$ cat config.mk
export PLATFORM = sky130hd
export DESIGN_NAME = dcr_config_regs
export DESIGN_NICKNAME = d
export VERILOG_FILES = /design/src/dcr_pkg.sv /design/src/dcr_rom_loader.sv /design/src/dcr_config_regs.sv
export VERILOG_INCLUDE_DIRS = /design/src
export SDC_FILE = /design/constraint.sdc
export NUM_CORES = 1
export LEC_CHECK = 0
export ABC_AREA = 1
export CORE_ASPECT_RATIO = 0.9
export CORE_MARGIN = 5
export CORE_UTILIZATION = 60
export CTS_BUF_LIST = sky130_fd_sc_hd__clkbuf_4
export DETAILED_ROUTE_END_ITERATION = 10
export DONT_BUFFER_PORTS = 1
export HOLD_SLACK_MARGIN = 0.02
export PLACE_DENSITY = 0.76
export SETUP_SLACK_MARGIN = 0.1
export SLEW_MARGIN = 20
export SYNTH_ARGS = -nofsm -noshare
export SYNTH_HDL_FRONTEND = slang
export SYNTH_SLANG_ARGS = --single-unit
$ cat constraint.sdc
create_clock -name clk -period 1.8 [get_ports clk]
set_input_delay 0.54 -clock clk [delete_from_list [all_inputs] [get_ports clk]]
set_output_delay 0.54 -clock clk [all_outputs]
set_load 0.01 [all_outputs]
$ cat src/dcr_consts.svh
`ifndef DCR_CONSTS_SVH
`define DCR_CONSTS_SVH
// ---------------------------------------------
// register offsets
// ---------------------------------------------
`define DCR_OFS_ADDR 8'h00
`define DCR_OFS_RST 8'h01
`define DCR_OFS_GCFG 8'h02
`define DCR_OFS_STS 8'h04
// ---------------------------------------------
// field positions
// ---------------------------------------------
`define DCR_ADDR_OVR_BIT 0
`define DCR_RST_KEEP_BIT 0
`define DCR_RST_FULL_BIT 1
`define DCR_RST_ROM_BIT 2
`define DCR_GCFG_PORT_OVR_BIT 7
`define DCR_GCFG_PORT_SEL_BIT 6
`define DCR_GCFG_OUT_OVR_BIT 5
`define DCR_GCFG_RSVD_BIT 4
`define DCR_GCFG_DRIVE_BIT 3
`define DCR_GCFG_IDLE_BIT 2
`define DCR_STS_INIT_BIT 6
// ---------------------------------------------
// reset values and timing
// ---------------------------------------------
`define DCR_GCFG_RST 8'h1C
`define DCR_RST_RST 8'h00
`define DCR_ADDR_DEFAULT 7'h3D
`define DCR_ROM_LOAD_CYC 6'h20
`define DCR_RESET_PULSE_CYC 6'h04
`endif

$ cat src/dcr_pkg.sv
package dcr_pkg;
   // register read or write request from the serial slave
   typedef struct packed {
      logic wrEn;
      logic rdEn;
      logic [7:0] addr;
      logic [7:0] data;
   } dcr_req_s;
   // pin-level output controls
   typedef struct packed {
      logic portSel;
      logic driveOn;
      logic idleState;
   } dcr_ctl_s;
   typedef enum logic [1:0] {
      DCR_IDLE,
      DCR_LOADING,
      DCR_DONE
   } dcr_load_e;
endpackage

$ cat src/dcr_rom_loader.sv
`timescale 1ns/1ps
`include "dcr_consts.svh"
// sequences a configuration load from the fuse rom; done is the init flag
module dcr_rom_loader (
   input wire logic clk, // system clock
   input wire logic rst_n, // sync reset, active low
   input wire logic start, // one-cycle load request
   output logic busy, // load in progress
   output logic done // initialization complete
);
   dcr_pkg::dcr_load_e state_r;
   dcr_pkg::dcr_load_e state_nxt;
   logic [5:0] cnt_r;
   logic [5:0] cnt_nxt;
   // ---------------------------------------------
   // load sequencer
   // ---------------------------------------------
   // a new request restarts the load even while one is running
   always_comb begin
      state_nxt = state_r;
      cnt_nxt = cnt_r;
      unique case (state_r)
         dcr_pkg::DCR_IDLE: begin
            state_nxt = dcr_pkg::DCR_LOADING;
            cnt_nxt = `DCR_ROM_LOAD_CYC;
         end
         dcr_pkg::DCR_LOADING: begin
            cnt_nxt = cnt_r - 6'h01;
            if (cnt_r == 6'h01) begin
               state_nxt = dcr_pkg::DCR_DONE;
            end
         end
         dcr_pkg::DCR_DONE: begin
         end
         default: begin
            state_nxt = dcr_pkg::DCR_IDLE;
         end
      endcase
      if (start) begin
         state_nxt = dcr_pkg::DCR_LOADING;
         cnt_nxt = `DCR_ROM_LOAD_CYC;
      end
   end
   always_ff @(posedge clk) begin
      if (!rst_n) begin
         state_r <= dcr_pkg::DCR_IDLE;
         cnt_r <= 6'h00;
         busy <= 1'b0;
         done <= 1'b0;
      end else begin
         state_r <= state_nxt;
         cnt_r <= cnt_nxt;
         busy <= (state_nxt == dcr_pkg::DCR_LOADING);
         done <= (state_nxt == dcr_pkg::DCR_DONE); // see RQ16
      end
   end
endmodule

$ cat src/dcr_config_regs.sv
`timescale 1ns/1ps
`include "dcr_consts.svh"
// How it works
// RQ1: bits 7:1 of register 0 hold the bus address, strapped at startup.
// RQ2: with override 0 the address field ignores writes and reads the strap.
// RQ3: with override 1 the address field is writable and shows the used address.
// RQ4: bit 0 of register 0 picks strap (0) or programmed address (1).
// RQ5: writing 1 to reset bit 2 reloads the rom; bit clears itself.
// RQ6: host polls init-complete flag to learn the reload finished.
// RQ7: writing 1 to reset bit 1 resets all logic and registers; self-clears.
// RQ8: writing 1 to reset bit 0 resets logic but keeps registers; self-clears.
// RQ9: general bit 7 hands port choice to register bit 6.
// RQ10: bit 6 drives port choice under override, else shows the pin.
// RQ11: bit 5 makes drive and idle controls come from register bits.
// RQ12: idle control 1 with drive bit 0 puts outputs in high impedance.
// RQ13: without output override, drive bit reflects the drive pin.
// RQ14: idle control 0 forces high-speed zero while link lock is low.
// RQ15: without output override, idle bit reflects the idle pin.
// RQ16: init-complete flag rises when the rom load finishes.
// RQ17: host keeps reserved bit 4 at its default on updates.
// RQ18: a new address applies only to transactions starting after the write.
module dcr_config_regs (
   input wire logic clk, // 100 MHz system clock
   input wire logic rst_n, // power-up reset, sync, active low
   input wire dcr_pkg::dcr_req_s req, // register access from serial slave
   input wire logic xferIdle, // serial bus between transactions
   input wire logic [6:0] addressStrapPin, // strapped bus address
   input wire logic portSelPin, // input port select pin
   input wire logic driveOnPin, // output drive pin
   input wire logic idleStatePin, // idle state select pin
   input wire logic linkLock, // serial link lock
   output logic [7:0] rdData, // read data, valid cycle after rdEn
   output logic [6:0] activeAddr, // address the serial slave matches
   output dcr_pkg::dcr_ctl_s ctl, // resolved pin controls
   output logic outHiZ, // parallel outputs in high impedance
   output logic outHsZero, // parallel outputs in high-speed zero
   output logic logicReset, // reset to datapath, active high
   output logic initDone // init complete flag
);
   logic [6:0] progAddr_r;
   logic addrOvr_r;
   logic [6:0] strap_r;
   logic [4:0] rstRsvd_r;
   logic [7:0] gcfg_r;
   logic [5:0] pulseCnt_r;
   logic fullRst_r;
   logic romStart_r;
   logic romBusy;
   logic romDone;
   logic strapTaken_r;
   // ---------------------------------------------
   // decode
   // ---------------------------------------------
   // compares an access address with an offset
   function automatic logic hit(input logic [7:0] a, input logic [7:0] ofs);
      hit = (a == ofs);
   endfunction
   wire wrAddr = req.wrEn && hit(req.addr, `DCR_OFS_ADDR);
   wire wrRst = req.wrEn && hit(req.addr, `DCR_OFS_RST);
   wire wrGcfg = req.wrEn && hit(req.addr, `DCR_OFS_GCFG);
   wire regRst = !rst_n || fullRst_r;
   wire ovrNxt = wrAddr ? req.data[`DCR_ADDR_OVR_BIT] : addrOvr_r;
   // address in use: strap unless override set
   wire [6:0] curAddr = addrOvr_r ? progAddr_r : strap_r; // see RQ4
   wire outOvr = gcfg_r[`DCR_GCFG_OUT_OVR_BIT];
   wire selEff = gcfg_r[`DCR_GCFG_PORT_OVR_BIT] ? gcfg_r[`DCR_GCFG_PORT_SEL_BIT] : portSelPin; // see RQ9
   wire driveEff = outOvr ? gcfg_r[`DCR_GCFG_DRIVE_BIT] : driveOnPin; // see RQ11
   wire idleEff = outOvr ? gcfg_r[`DCR_GCFG_IDLE_BIT] : idleStatePin; // see RQ11
   wire [7:0] gcfgView = {gcfg_r[7], selEff, gcfg_r[5:4], driveEff, idleEff, 2'b00}; // see RQ10
   wire [7:0] stsView = {1'b0, romDone, 6'h00};
   wire [7:0] rdMux = hit(req.addr, `DCR_OFS_ADDR) ? {curAddr, addrOvr_r} :
                      hit(req.addr, `DCR_OFS_RST) ? {rstRsvd_r, 3'b000} :
                      hit(req.addr, `DCR_OFS_GCFG) ? gcfgView :
                      hit(req.addr, `DCR_OFS_STS) ? stsView : 8'h00;
   // ---------------------------------------------
   // rom loader
   // ---------------------------------------------
   dcr_rom_loader loader (
      .clk(clk),
      .rst_n(!regRst),
      .start(romStart_r),
      .busy(romBusy),
      .done(romDone)
   );
   // ---------------------------------------------
   // strap capture and address register
   // ---------------------------------------------
   // strap caught on the first clock after reset release, not under reset
   always_ff @(posedge clk) begin
      if (regRst) begin
         strapTaken_r <= 1'b0;
         strap_r <= `DCR_ADDR_DEFAULT;
      end else if (!strapTaken_r) begin
         strapTaken_r <= 1'b1;
         strap_r <= addressStrapPin; // see RQ1
      end
   end
   // programmed address only follows writes while override is set
   always_ff @(posedge clk) begin
      if (regRst) begin
         addrOvr_r <= 1'b0;
         progAddr_r <= `DCR_ADDR_DEFAULT;
      end else if (!strapTaken_r) begin
         progAddr_r <= addressStrapPin;
      end else if (wrAddr) begin
         addrOvr_r <= req.data[`DCR_ADDR_OVR_BIT];
         if (ovrNxt) begin
            progAddr_r <= req.data[7:1]; // see RQ3
         end
      end else if (!addrOvr_r) begin
         progAddr_r <= strap_r; // see RQ2
      end
   end
   // match address only updates between transactions
   always_ff @(posedge clk) begin
      if (!rst_n) begin
         activeAddr <= `DCR_ADDR_DEFAULT;
      end else if (xferIdle) begin
         activeAddr <= curAddr; // see RQ18
      end
   end
   // ---------------------------------------------
   // reset register with self-clearing strobes
   // ---------------------------------------------
   // strobes read back zero: they act for one cycle then clear
   always_ff @(posedge clk) begin
      if (!rst_n) begin
         rstRsvd_r <= 5'h00;
         fullRst_r <= 1'b0;
         romStart_r <= 1'b0;
         pulseCnt_r <= 6'h00;
         logicReset <= 1'b1;
      end else begin
         if (fullRst_r) begin
            rstRsvd_r <= 5'h00; // see RQ7
         end else if (wrRst) begin
            rstRsvd_r <= req.data[7:3];
         end
         fullRst_r <= wrRst && req.data[`DCR_RST_FULL_BIT]; // see RQ7
         romStart_r <= wrRst && req.data[`DCR_RST_ROM_BIT]; // see RQ5
         if (wrRst && (req.data[`DCR_RST_FULL_BIT] || req.data[`DCR_RST_KEEP_BIT])) begin
            pulseCnt_r <= `DCR_RESET_PULSE_CYC; // see RQ8
         end else if (pulseCnt_r != 6'h00) begin
            pulseCnt_r <= pulseCnt_r - 6'h01;
         end
         logicReset <= (pulseCnt_r != 6'h00) || romBusy;
      end
   end
   // ---------------------------------------------
   // general configuration
   // ---------------------------------------------
   // pin-driven bits are stored but read back the pin unless overridden
   always_ff @(posedge clk) begin
      if (regRst) begin
         gcfg_r <= `DCR_GCFG_RST;
      end else if (wrGcfg) begin
         gcfg_r <= {req.data[7:2], 2'b00};
      end
   end
   // ---------------------------------------------
   // outputs
   // ---------------------------------------------
   // hi-z needs idle=1 and drive=0; hs-zero applies with lock low, idle=0
   always_ff @(posedge clk) begin
      if (!rst_n) begin
         rdData <= 8'h00;
         ctl <= '0;
         outHiZ <= 1'b0;
         outHsZero <= 1'b0;
         initDone <= 1'b0;
      end else begin
         rdData <= req.rdEn ? rdMux : 8'h00;
         ctl <= '{portSel: selEff, driveOn: driveEff, idleState: idleEff}; // see RQ13 see RQ15
         outHiZ <= idleEff && !driveEff; // see RQ12
         outHsZero <= !linkLock && !idleEff; // see RQ14
         initDone <= romDone; // see RQ16
      end
   end
   // ---------------------------------------------
   // assertions
   // ---------------------------------------------
   property p_strap_read;
      @(posedge clk) disable iff (!rst_n)
      (req.rdEn && hit(req.addr, `DCR_OFS_ADDR) && !addrOvr_r && strapTaken_r) |=> (rdData[7:1] == strap_r);
   endproperty
   a_strap_read: assert property (p_strap_read) else $error("strapped address not read"); // see RQ2
   property p_prog_write;
      @(posedge clk) disable iff (!rst_n)
      (wrAddr && req.data[`DCR_ADDR_OVR_BIT] && strapTaken_r && !fullRst_r) |=> (curAddr == $past(req.data[7:1]));
   endproperty
   a_prog_write: assert property (p_prog_write) else $error("programmed address lost"); // see RQ3
   property p_sel;
      @(posedge clk) disable iff (!rst_n) (xferIdle && !addrOvr_r) |=> (activeAddr == $past(strap_r));
   endproperty
   a_sel: assert property (p_sel) else $error("address source wrong"); // see RQ4
   property p_rom;
      @(posedge clk) disable iff (!rst_n)
      (wrRst && req.data[`DCR_RST_ROM_BIT]) |=> ##2 (!romDone) ##[1:40] romDone;
   endproperty
   a_rom: assert property (p_rom) else $error("rom reload did not complete"); // see RQ5
   property p_full;
      @(posedge clk) disable iff (!rst_n)
      (wrRst && req.data[`DCR_RST_FULL_BIT]) |=> ##1 (gcfg_r == `DCR_GCFG_RST && !addrOvr_r && rstRsvd_r == 5'h00);
   endproperty
   a_full: assert property (p_full) else $error("full reset kept registers"); // see RQ7
   property p_keep;
      @(posedge clk) disable iff (!rst_n)
      (wrRst && req.data[`DCR_RST_KEEP_BIT] && !req.data[`DCR_RST_FULL_BIT] && !fullRst_r)
      |=> ##1 (logicReset && $stable(gcfg_r));
   endproperty
   a_keep: assert property (p_keep) else $error("logic reset wrong"); // see RQ8
   property p_hiz;
      @(posedge clk) disable iff (!rst_n) (idleEff && !driveEff) |=> outHiZ;
   endproperty
   a_hiz: assert property (p_hiz) else $error("outputs not hi-z"); // see RQ12
   property p_hs0;
      @(posedge clk) disable iff (!rst_n) (!linkLock && !idleEff) |=> outHsZero;
   endproperty
   a_hs0: assert property (p_hs0) else $error("outputs not hs-zero"); // see RQ14
   property p_pin;
      @(posedge clk) disable iff (!rst_n) (!outOvr) |=> (ctl.driveOn == $past(driveOnPin));
   endproperty
   a_pin: assert property (p_pin) else $error("drive bit not from pin"); // see RQ13
   // ---------------------------------------------
   // assertions: address and strap
   // ---------------------------------------------
   // the matched address must not move under a transaction in flight
   property p_hold;
      @(posedge clk) disable iff (!rst_n) (!xferIdle) |=> $stable(activeAddr);
   endproperty
   a_hold: assert property (p_hold) else $error("address changed mid-transaction"); // see RQ18
   property p_strap_cap;
      @(posedge clk) disable iff (!rst_n)
      (!strapTaken_r && !fullRst_r) |=> (strap_r == $past(addressStrapPin));
   endproperty
   a_strap_cap: assert property (p_strap_cap) else $error("strap not captured"); // see RQ1
   property p_addr_ro;
      @(posedge clk) disable iff (!rst_n)
      (wrAddr && !req.data[`DCR_ADDR_OVR_BIT] && strapTaken_r && !fullRst_r) |=> (curAddr == $past(strap_r));
   endproperty
   a_addr_ro: assert property (p_addr_ro) else $error("address written without override"); // see RQ2
   // ---------------------------------------------
   // assertions: reset strobes and rom load
   // ---------------------------------------------
   // a reload holds the datapath in reset for the whole load
   property p_rom_busy;
      @(posedge clk) disable iff (!rst_n) (romStart_r && !fullRst_r) |=> (romBusy && !romDone);
   endproperty
   a_rom_busy: assert property (p_rom_busy) else $error("rom reload not started"); // see RQ5
   property p_busy_rst;
      @(posedge clk) disable iff (!rst_n) romBusy |=> logicReset;
   endproperty
   a_busy_rst: assert property (p_busy_rst) else $error("datapath not held during load"); // see RQ5
   property p_init;
      @(posedge clk) disable iff (!rst_n) ($fell(romBusy) && !$past(fullRst_r)) |-> romDone ##1 initDone;
   endproperty
   a_init: assert property (p_init) else $error("init flag not raised after load"); // see RQ16
   property p_keep_len;
      @(posedge clk) disable iff (!rst_n)
      (wrRst && req.data[`DCR_RST_KEEP_BIT]) |=> ##1 logicReset [*4];
   endproperty
   a_keep_len: assert property (p_keep_len) else $error("logic reset pulse too short"); // see RQ8
   // ---------------------------------------------
   // assertions: pin or register sourced controls
   // ---------------------------------------------
   // each control follows its pin unless the override hands it to the register
   property p_port_reg;
      @(posedge clk) disable iff (!rst_n)
      gcfg_r[`DCR_GCFG_PORT_OVR_BIT] |=> (ctl.portSel == $past(gcfg_r[`DCR_GCFG_PORT_SEL_BIT]));
   endproperty
   a_port_reg: assert property (p_port_reg) else $error("port choice not from register"); // see RQ9
   property p_port_pin;
      @(posedge clk) disable iff (!rst_n)
      (!gcfg_r[`DCR_GCFG_PORT_OVR_BIT]) |=> (ctl.portSel == $past(portSelPin));
   endproperty
   a_port_pin: assert property (p_port_pin) else $error("port choice not from pin"); // see RQ10
   property p_gcfg_read;
      @(posedge clk) disable iff (!rst_n)
      (req.rdEn && hit(req.addr, `DCR_OFS_GCFG) && !gcfg_r[`DCR_GCFG_PORT_OVR_BIT])
      |=> (rdData[`DCR_GCFG_PORT_SEL_BIT] == $past(portSelPin));
   endproperty
   a_gcfg_read: assert property (p_gcfg_read) else $error("port bit does not show the pin"); // see RQ10
   property p_idle_pin;
      @(posedge clk) disable iff (!rst_n) (!outOvr) |=> (ctl.idleState == $past(idleStatePin));
   endproperty
   a_idle_pin: assert property (p_idle_pin) else $error("idle bit not from pin"); // see RQ15
   property p_drive_reg;
      @(posedge clk) disable iff (!rst_n)
      outOvr |=> ((ctl.driveOn == $past(gcfg_r[`DCR_GCFG_DRIVE_BIT]))
                 && (ctl.idleState == $past(gcfg_r[`DCR_GCFG_IDLE_BIT])));
   endproperty
   a_drive_reg: assert property (p_drive_reg) else $error("output controls not from register"); // see RQ11
   property p_hiz_off;
      @(posedge clk) disable iff (!rst_n) !(idleEff && !driveEff) |=> !outHiZ;
   endproperty
   a_hiz_off: assert property (p_hiz_off) else $error("outputs hi-z while driven"); // see RQ12
   property p_hs0_lock;
      @(posedge clk) disable iff (!rst_n) linkLock |=> !outHsZero;
   endproperty
   a_hs0_lock: assert property (p_hs0_lock) else $error("hs-zero with link locked"); // see RQ14
   // cover points: override write, reload, hi-z, full and keep resets
   c_ovr: cover property (@(posedge clk) wrAddr && req.data[`DCR_ADDR_OVR_BIT]);
   c_rom: cover property (@(posedge clk) $rose(romDone));
   c_hiz: cover property (@(posedge clk) outHiZ);
   c_full: cover property (@(posedge clk) fullRst_r);
   c_keep: cover property (@(posedge clk) wrRst && req.data[`DCR_RST_KEEP_BIT]);
endmodule

---- After elaboration in Yosys (flattened, before gate mapping) ----
Index checks and enable logic that the tools add are counted.
word-level totals
  bits in registers ....................... 67
  output and inout port bits .............. 22
operators by class
  add/sub/neg operators ................... 2
  equality and inequality tests ........... 9
  multiplexer cells ....................... 20
  bitwise operators ....................... 1
  reductions and logical operators ........ 25
operators by type and width
  operator               number
  $mux W7                5
  $mux W8                3
  $pmux W6 S2            1
  $sub A6 B1 Y6 const B  2
  $eq A8 B1 Y1 const B   1
  $eq A8 B2 Y1 const B   1
  $eq A8 B3 Y1 const B   1
  $logic_and A1 B1 Y1    8
  $logic_not A8 Y1       1
  $eq A6 B1 Y1 const B   1
  $mux W3                2
  $mux W6                1
  $pmux W2 S3            1
  $reduce_bool A6 Y1     1
  $reduce_or A2 Y1       3
  $mux W1                5
  $eq A2 B1 Y1 const B   2
  $eq A2 B2 Y1 const B   2
  $logic_not A1 Y1       4
  $mux W2                2
  $reduce_bool A2 Y1     2
  $logic_or A1 B1 Y1     3
  $ne A3 B2 Y1 const B   1
  $reduce_bool A3 Y1     1
  other kinds (3)        3

---- Longest topological paths before layout ----
Gate-level depths: netlist of the first run.
  depth after elaboration ................. 6
  gate-level depth with buffers ........... 10
  depth with buffers taken out ............ 9

---- Modules after synthesis ----
Synthesis of the first run repeated with hierarchy kept, for this count alone.
unflattened totals
  cell total of the unflattened synthesis .. 366
  area, all modules ....................... 2855.2 um^2
modules (own cells, without submodules)
  module           times used  cells each  area an instance (um^2)  sequential area each (um^2)
  dcr_config_regs  1           312         2413.6                   1141.1
  dcr_rom_loader   1           54          441.7                    200.2

---- Worst setup path before layout of the first run ----
OpenSTA, ideal clock, no wires.
  kind .................................... input -> register
  from .................................... input port req[15] (netlist name)
  to ...................................... register pulseCnt_r[5]
  library setup time ...................... 0.139 ns
  arrival ................................. 1.411 ns
  slack ................................... 0.251 ns
  stages .................................. 8
  path buffers ............................ 0
  cells stage by stage .................... nor2_1 nand2_1 inv_1 nand3_1 nor2_4 o21ai_0 nand2_1 nor3_1
between the ends
  word-level cells in the longest chain between the ends .. 4
RTL lines
  item                               RTL line                source
  from (decl)                        dcr_config_regs.sv:25   input wire dcr_pkg::dcr_req_s req,
  $eq A8 B1 Y1                       dcr_config_regs.sv:56   hit = (a == ofs);
  $logic_and A1 B1 Y1                dcr_config_regs.sv:59   wire wrRst = req.wrEn && hit(req.addr, `DCR_OFS_RST);
  $logic_and A1 B1 Y1                dcr_config_regs.sv:141  if (wrRst && (req.data[`DCR_RST_FULL_BIT] || req.data[`DCR_RST_KEEP_BIT])) begin
  $reduce_or A2 Y1 (no source line)  --
  to (signal assigned)               dcr_config_regs.sv:142  pulseCnt_r <= `DCR_RESET_PULSE_CYC;
  to (signal assigned)               dcr_config_regs.sv:144  pulseCnt_r <= pulseCnt_r - 6'h01;
  to (decl)                          dcr_config_regs.sv:45   logic [5:0] pulseCnt_r;
Every way passes these cells.
A chain may end at the register's enable or synchronous reset.

---- Final worst setup path of the first run ----
  from .................................... register addrOvr_r
  to ...................................... register progAddr_r[2]
between the ends
  word-level cells in the longest chain between the ends .. 3
  elaborated cells between the ends (all ways) .. 5
RTL lines
  item                    RTL line                source
  from (decl)             dcr_config_regs.sv:41   logic addrOvr_r;
  from (signal assigned)  dcr_config_regs.sv:106  addrOvr_r <= req.data[`DCR_ADDR_OVR_BIT];
  $mux W7 (3 in series)   --
  to (signal assigned)    dcr_config_regs.sv:102  progAddr_r <= `DCR_ADDR_DEFAULT;
  to (signal assigned)    dcr_config_regs.sv:104  progAddr_r <= addressStrapPin;
  to (signal assigned)    dcr_config_regs.sv:108  progAddr_r <= req.data[7:1];
  to (decl)               dcr_config_regs.sv:40   logic [6:0] progAddr_r;
Parallel ways exist; a longest one is shown, timed or not.

==> results of run 1 <==
-- where the power goes --
part           switching, mW  total [mW]  internal, mW
Combinational          0.341       0.613         0.271
Clock                  0.555        1.13         0.571
Sequential             0.104        1.72          1.61
Total                   1.00        3.46          2.46
-- final cells by class --
type,count,area [um^2],area share [%]
Inverter,48,180,5.91
Timing Repair Buffer,10,75.1,2.46
Multi-Input combinational cell,249,1210,39.5
Clock buffer,9,67.6,2.21
Clock inverter,7,101,3.32
Tap cell,62,77.6,2.54
Sequential cell,67,1340,44.0
-- critical path: cells and delay by family, from the launching register on --
kind | cells | cell delay (ps)
DFF | 1 | 430
and+or+nand+nor | 3 | 430
AOI/OAI and AO/OA | 2 | 390
buffers and inverters | 1 | 90
-- cells in the mapped netlist, drive strengths merged --
master | n | area [um^2]
a21oi | 37 | 185
a31oi | 1 | 6.26
and3b | 1 | 8.76
buf | 5 | 33.8
clkbuf | 3 | 12.5
clkinv | 3 | 11.3
dfxtp | 67 | 1340
ha | 3 | 37.5
inv | 45 | 169
mux2i | 1 | 10.0
nand2 | 76 | 288
nand3 | 14 | 70.1
nand3b | 1 | 7.51
nand4 | 5 | 31.3
nor2 | 47 | 201
nor3 | 9 | 45.0
o211ai | 4 | 30.0
o21a | 1 | 7.51
o21ai | 34 | 170
o22ai | 1 | 6.26
o31ai | 1 | 7.51
or2 | 8 | 50.1
xnor2 | 4 | 35.0
xor2 | 1 | 8.76
-- layout by cell type, fill, tap and decap left out, types with 4 or more instances in the layout --
cell type / n
clkbuf_4: 9
nand2_1: 75
or2_2: 8
xnor2_1: 4
dfxtp_1: 66
nand4_1: 5
nor3_1: 9
a21oi_1: 37
o211ai_1: 4
buf_4: 10
nor2_1: 43
inv_1: 42
o21ai_0: 33
nand3_1: 14
-- state kept, by name (all words and copies together) (netlist names), 2 cells and up --
register and count:
rdData 8, activeAddr 7, progAddr_r 7, strap_r 7, gcfg_r 6, loader.cnt_r 6
pulseCnt_r 6, rstRsvd_r 5, ctl 3, loader.state_r 2
-- cell families (layout without fill, tap and decap cells) --
family / after synthesis / in the layout / share of synthesized area (%)
xor gates and xnor gates: 5 / 5 / 1.58
AOI/OAI and AO/OA: 79 / 79 / 14.9
buffers and inverters: 56 / 74 / 8.16
DFF: 67 / 67 / 48.4
and+or+nand+nor: 161 / 161 / 25.3
adders and majority gates: 3 / 3 / 1.35
muxes: 1 / 1 / 0.361
-- how the worst min path moves through the flow --
stage	start	to	slack (ps)	cells past startpoint
after floorplan	loader.busy	logicReset	400	2
after detailed placement	loader.busy	logicReset	420	2
after global routing	linkLock	outHsZero	150	1
after global placement	loader.busy	logicReset	410	2
final	linkLock	outHsZero	200	1
after CTS	linkLock	outHsZero	180	1
-- per-layer routing --
layer / wire (um) / GRT usage, % / up-vias
li1: - / - / 1227
met2: 2840 / 37.3 / 78
met3: 680 / 9.44 / 10
met1: 2650 / 27.7 / 1064
met5: 0 / 0 / -
met4: 115 / 8.12 / 0
-- timing repair --
action,CTS,global route
setup buffers,0,0
endpoints found under the setup margin,0,1
gates resized for setup,0,1
==> impl_metrics.tcl, run 1 <==
set metrics [dict create \
    worstMarginPinSlew_ps 638 \
    peakVddDrop_mv 0.660 \
    maxSlewViolCount 0 \
    hold_buffers 0 \
    maxCapViolCount 0 \
    dp_hpwl_um 4690 \
    die_h_um 74.5 \
    wl_per_cell_um 13.9 \
    period_needed_ps 1460 \
    power_per_cell_area_mw_per_mm2 1130 \
    reg2reg_to "progAddr_r[2]" \
    final_cell_area_mm2 0.00305 \
    routed_wl_um 6290 \
    leakage_nw 1.41 \
    syn-num-nets 407 \
    port_buffers 0 \
    fin_util_pct 68.4 \
    die_w_um 81.7 \
    finalCritPeriodShare_pct 80.9 \
    antenna_left 0 \
    layout-area-overhead-vs-synth_pct 9.97 \
    first_pass_iters 4 \
    worstPathCellList "inv_2, or2_2, o21ai_0, a21oi_1, nand3_1, nand3_1" \
    synthCells 372 \
    cp_slowest_stage_delay_ps 430 \
    ctsRootBufferMaster "clkbuf_4" \
    core-area_mm2 0.00446 \
    row_count 23 \
    crit_type "register to register" \
    clock_path_buffers 2 \
    final_hold_viol_count 0 \
    hold_class "input pin to register" \
    synth_area_mm2 0.00277 \
    fmax_mhz 687 \
    clk_latency_ps 410 \
    rrSetupSlack_ps 340 \
    critPathMostFrequentCell "nand3_1" \
    slew_headroom_pct 57.0 \
    grt_max_degree 17 \
    gr-total-overflow 0 \
    fin_tns_setup_ps 0 \
    cts.sinks 67 \
    rsz0062_at_grt "false" \
    outcome "finished, final reports clean" \
    drive_gt1_share_pct 11.0 \
    dpl_cell_area_mm2 0.00288 \
    post-place-cells 436 \
    vias_per_cell 5.26 \
    drt_iter0_drc 123 \
    drcViolationCount 0 \
    yosys.cell_types.count 32 \
    yosysSeqAreaShare_pct 48.4 \
    cts_buffers 9 \
    start_util_pct 62.2 \
    path_clk_slew_ps 110 \
    dp_slack_ps 110 \
    setup-violations-final 0 \
    diodes 0 \
    synth_area_per_cell_um2 7.46 \
    p_total_mw 3.46 \
    fill_cells 384 \
    start_kind "register" \
    cp_max_fo 9 \
    io_pins 54 \
    setup_slack_ps 344 \
    critPathArrivalTime_ps 1750 \
    holdWs_ps 198 \
    cp-endpoint "progAddr_r[2]" \
    first_global_vias 2311 \
    critPathSlowestCell "dfxtp_2" \
    reg2reg_from "addrOvr_r" \
    antenna_found_initial 0 \
    gp_congestion 0.829 \
    finalNonFillerCells 452 \
    cp.required_ps 2090 \
    r2r_cells 6 \
    htreeDepth 3 \
    ys_ff_latch 67 \
    end_kind "register" \
    grt_pass1_wl_um 10500 \
    die-area_mm2 0.00608 \
    yosysWarnings 0 \
    crit_start "addrOvr_r" \
    grt_usage_pct 23.0 \
    cts_tree "built" \
    finish.net_count 420 \
    vias 2379 \
    finalClockSkew_ps 11.0 \
]
(Power assumes the default switching activity.)
==> inputs of run 2 (changes only) <==
- CORE_UTILIZATION: 60 -> 59
- PLACE_DENSITY: 0.76 -> 0.78
- clock period: 1.8 -> 1.21 ns (I/O delays scaled with it)
==> run 2 against run 1 <==
  * The run now ends with setup timing left
  * Hold slack got worse by 160 ps
  * Flip-flop and latch count unchanged
  * Clock-buffer cell count increased by 1
  * Clock power about the same
  * Clock skew increased by 6.6 ps
  * Total power increased by 57%
  * Register-to-register slack got worse by 420 ps
  * Via count increased by 15%
  * Die area increased by 1.5%
  * Sequential power increased by 52%
  * Setup slack got worse by 420 ps
  * First-iteration DRC count increased to 2.9 times the previous value
  * Largest cell class is now multi-input combinational cells
  * Largest power group unchanged
  * Highest routed layer unchanged
==> impl_metrics.tcl, run 2 (synthesis gave the netlist of run 1 again) <==
set metrics [dict create \
    outcome "complete, but fails checks" \
    violations "setup timing" \
    vias_per_cell 5.65 \
    diodes 0 \
    fmax_mhz 781 \
    final_cell_mix "65 x nand2_1, 35 x dfxtp_1, 34 x nor2_1" \
    p_total_mw 5.43 \
    layout-area-overhead-vs-synth_pct 30.4 \
    crit_type "register to register" \
    routed_wl_um 8130 \
    grt_use_met2_pct 41.8 \
    critPathSlowestCell "dfxtp_2" \
    finish.net_count 452 \
    grt_util_met3_pct 7.89 \
    start_util_pct 61.8 \
    slew_headroom_pct 79.7 \
    largest_register "rdData" \
    peakVddDrop_mv 0.984 \
    hold_class "input pin to register" \
    antenna_left 0 \
    critPathArrivalTime_ps 1590 \
    die_w_um 82.3 \
    path_clk_slew_ps 100 \
    dp_hpwl_um 5210 \
    htreeDepth 3 \
    row_count 23 \
    cp.required_ps 1520 \
    end_kind "register" \
    grt_max_degree 17 \
    antenna_found_initial 0 \
    first_global_vias 2534 \
    port_buffers 0 \
    drcViolationCount 0 \
    clk_latency_ps 420 \
    min_path_cells 2 \
    worstPathCellList "inv_2, ha_4, nand2_4, nor3_4, inv_2, nand2_1, a21oi_1" \
    final_hold_viol_count 0 \
    gp_congestion 0.866 \
    wl_per_cell_um 16.8 \
    cts.sinks 67 \
    r2r_cells 7 \
    die_h_um 75.1 \
    worstMarginPinSlew_ps 303 \
    grt_pass1_wl_um 11900 \
    finalClockSkew_ps 17.6 \
    die-area_mm2 0.00617 \
    drt_iter0_drc 353 \
    core-area_mm2 0.00449 \
    setup_slack_ps -71.2 \
    power_per_cell_area_mw_per_mm2 1500 \
    ctsRootBufferMaster "clkbuf_4" \
    clock_path_buffers 2 \
    grt_usage_pct 26.0 \
    vias 2729 \
    setup-violations-final 9 \
    cp_slowest_stage_delay_ps 340 \
    leakage_nw 1.62 \
    first_pass_iters 5 \
    rsz0062_at_grt "true" \
    cts_tree "built" \
    io_pins 54 \
    maxSlewViolCount 0 \
    start_kind "register" \
    met1_usage_pct 32.4 \
    maxCapViolCount 0 \
    layout_commonest_cell "nand2_1" \
    critPathMostFrequentCell "inv_2" \
    finalCritPeriodShare_pct 106 \
    cp_max_fo 5 \
    grt_busiest_layer "met2" \
    cts_buffers 9 \
    largest_register_ffs 8 \
    gr-total-overflow 0 \
    drive_gt1_share_pct 38.7 \
    period_needed_ps 1280 \
    holdWs_ps 42.2 \
]
run 2: cell count changes in the layout (fill, tap and decap cells not counted), moves of 9 or more:
cell	delta
a21oi_2	+10
a21oi_1	-11
o21ai_0	-19
dfxtp_2	+27
nor2_1	-9
inv_1	-10
inv_2	+9
buf_4	+23
dfxtp_1	-31
o21ai_1	+14
nand2_1	-10
run 2: repair_timing:
item | 4_1_cts | 5_1_grt
setup buffers | 3 | 2
setup endpoints to repair | 60 | 61
pin swaps | 16 | 22
hold buffers | 1 | 0
hold endpoints to repair | 1 | 0
gates resized for setup | 69 | 47
run 2: stage by stage:
step	utilization, %	cells	TNS, ps	cell area, um^2	setup slack (ps)
final	80.6	483	-225	3620	-71.2
after floorplan	-	372	-779	2880	-83.8
after global routing	80.6	483	-1290	3620	-134
after CTS	77.4	481	0	3470	16.9
after detailed placement	70.6	462	-4730	3170	-238
after global placement	70.6	462	-3750	3170	-188
run 2: layer usage:
| layer | part of all wire, % | up-vias |
|---|---|---|
| li1 | - | 1293 |
| met1 | 37 | 1245 |
| met2 | 49 | 146 |
| met3 | 10 | 45 |
| met4 | 3.8 | 0 |
| met5 | 0 | - |
run 2: report_power, final:
part | switching [mW] | leakage (nW) | internal [mW]
Clock | 0.751 | 0.0585 | 0.407
Combinational | 0.843 | 1.00 | 0.808
Sequential | 0.203 | 0.560 | 2.41
Total | 1.80 | 1.62 | 3.63
run 2: layout make-up:
type                       count  area [um^2]
tap                           62         77.6
multi-input combinational    249         1520
timing repair buffer          42          348
clock buffer                  10         75.1
clock inverter                 5         21.3
inverter                      48          188
fill                         286          872
sequential                    67         1390
run 2: worst paths after layout:
| kind | endpoint | slack, ps | startpoint |
|---|---|---|---|
| hold reg to reg | initDone | 440 | loader.done |
| hold / removal | initDone | 40 | rst_n |
| setup / recovery | pulseCnt_r[0] | -70 | pulseCnt_r[0] |
| setup reg to reg | pulseCnt_r[0] | -70 | pulseCnt_r[0] |
run 2: critical path, delay by kind of cell (launching register included):
family                     cells  cell delay [ps]
AOI/OAI and AO/OA              1               70
adders and majority gates      1              140
buffers and inverters          2              180
DFF                            1              340
and+or+nand+nor                3              460
==> inputs of run 3 (changes only) <==
- CELL_PAD_IN_SITES_DETAIL_PLACEMENT: unset -> 2
- CELL_PAD_IN_SITES_GLOBAL_PLACEMENT: unset -> 2
- CORE_UTILIZATION: 59 -> 33
- PLACE_DENSITY: 0.78 -> unset
- PLACE_DENSITY_LB_ADDON: unset -> 0.1
- SLEW_MARGIN: 20 -> unset
==> run 3 against run 2 <==
  * The flow still finishes with violations (setup timing)
  * Combinational power up 14%
  * First-iteration DRC count down 77%
  * Routed wire length increased by 53%
  * Global-route usage decreased by 6.3 points
  * Design area increased by 12%
  * Critical path type unchanged
==> impl_metrics.tcl, run 3 (synthesis gave the netlist of run 1 again) <==
set metrics [dict create \
    outcome "complete, but fails checks" \
    violations "setup timing" \
    port_buffers 0 \
    gp_congestion 0.738 \
    worstMarginPinSlew_ps 422 \
    die-area_mm2 0.0103 \
    cts.sinks 67 \
    min_path_cells 2 \
    cts_buffers 9 \
    power_per_cell_area_mw_per_mm2 1510 \
    diodes 0 \
    grt_max_degree 17 \
    maxSlewViolCount 0 \
    die_h_um 97.0 \
    drt_iter0_drc 80 \
    drcViolationCount 0 \
    antenna_found_initial 0 \
    finalCritPeriodShare_pct 107 \
    ctsRootBufferMaster "clkbuf_4" \
    path_clk_slew_ps 120 \
    largest_register_ffs 8 \
    clk_latency_ps 440 \
    grt_pass1_wl_um 15900 \
    maxCapViolCount 0 \
    gr-total-overflow 0 \
    leakage_nw 1.76 \
    post-place-cells 508 \
    p_total_mw 6.07 \
    io_pins 54 \
    final_cell_mix "62 x nand2_1, 44 x buf_4, 35 x dfxtp_1" \
    critPathArrivalTime_ps 1620 \
    routed_wl_um 12400 \
    finalClockSkew_ps 16.4 \
    end_kind "register" \
    drive_gt1_share_pct 47.0 \
    start_kind "register" \
    antenna_left 0 \
    layout_commonest_cell "nand2_1" \
    hold_class "input pin to register" \
    layout-area-overhead-vs-synth_pct 45.4 \
    cp_max_fo 5 \
    fmax_mhz 773 \
    grt_usage_pct 19.7 \
    period_needed_ps 1290 \
    start_util_pct 34.2 \
    vias 2844 \
    die_w_um 107 \
    largest_register "rdData" \
    vias_per_cell 5.28 \
    dp_hpwl_um 7070 \
    slew_headroom_pct 71.7 \
    clock_path_buffers 2 \
    holdWs_ps 54.3 \
    core-area_mm2 0.00811 \
    final_hold_viol_count 0 \
    r2r_cells 6 \
    finish.net_count 471 \
    first_pass_iters 4 \
    crit_type "register to register" \
    cp.required_ps 1540 \
    first_global_vias 3025 \
    rsz0062_at_grt "true" \
    htreeDepth 3 \
    peakVddDrop_mv 0.922 \
    row_count 31 \
    setup-violations-final 15 \
    cts_tree "built" \
    setup_slack_ps -83.6 \
    wl_per_cell_um 23.1 \
    finalNonFillerCells 539 \
]
==> run 3: cell types whose count changed in the layout (fill, tap and decap cells not counted), sizes merged <==
cell,before,now
buf,41,59
bufinv,0,1
clkinv,7,4
clkinvlp,1,2
dlygate4sd3,1,2
inv,45,46
==> run 3: through the flow <==
stage	instance area [um^2]	utilization, %	TNS (ps)	setup slack (ps)
after global placement	3280	40.5	-5400	-296
after CTS	3710	45.8	-41.0	-11.1
final	4030	49.8	-474	-83.6
after floorplan	2880	-	-779	-83.8
after global routing	4030	49.8	-1680	-128
after detailed placement	3280	40.5	-7600	-389
==> run 3: worst max-delay path: stages (launching register included) <==
cell and delay, ps:
dfxtp_1 410, nor2_2 160, nand2_4 80, nor3_4 230, inv_2 120, nand2_1 90, a21oi_1 80
==> run 3: layout make-up <==
cell class | count | area, um^2
multi-input cells | 249 | 1660
fillers | 867 | 4070
flip-flops and latches | 67 | 1400
inverters | 48 | 198
repair buffers | 61 | 523
well taps | 99 | 124
clock inverters | 5 | 55.1
clock buffers | 10 | 75.1
==> run 3: power by group <==
part / internal [mW] / switching [mW]
clock: 0.634 / 0.902
combinational: 0.870 / 1.01
sequential: 2.41 / 0.248
total: 3.92 / 2.16
==> run 3: worst paths after layout <==
path / slack (ps) / from / to
setup / recovery: -80 / pulseCnt_r[2] / pulseCnt_r[2]
hold / removal: 50 / rst_n / activeAddr[1]
setup reg to reg: -80 / pulseCnt_r[2] / pulseCnt_r[2]
hold reg to reg: 450 / loader.done / initDone
==> run 3: layer usage <==
layer / global-route usage, % / vias up / share of wire, %
li1: - / 1328 / -
met4: 4.52 / 0 / 2.4
met2: 34.3 / 81 / 54
met3: 5.73 / 22 / 4.6
met5: 0 / - / 0
met1: 23.8 / 1413 / 39
==> run 3: repair_timing <==
item	CTS	global route
pin swaps	23	35
resized for setup	97	67
endpoints found under the setup margin	66	64
buffers inserted	3	12
hold buffers	2	0
endpoints found under the hold margin	2	0
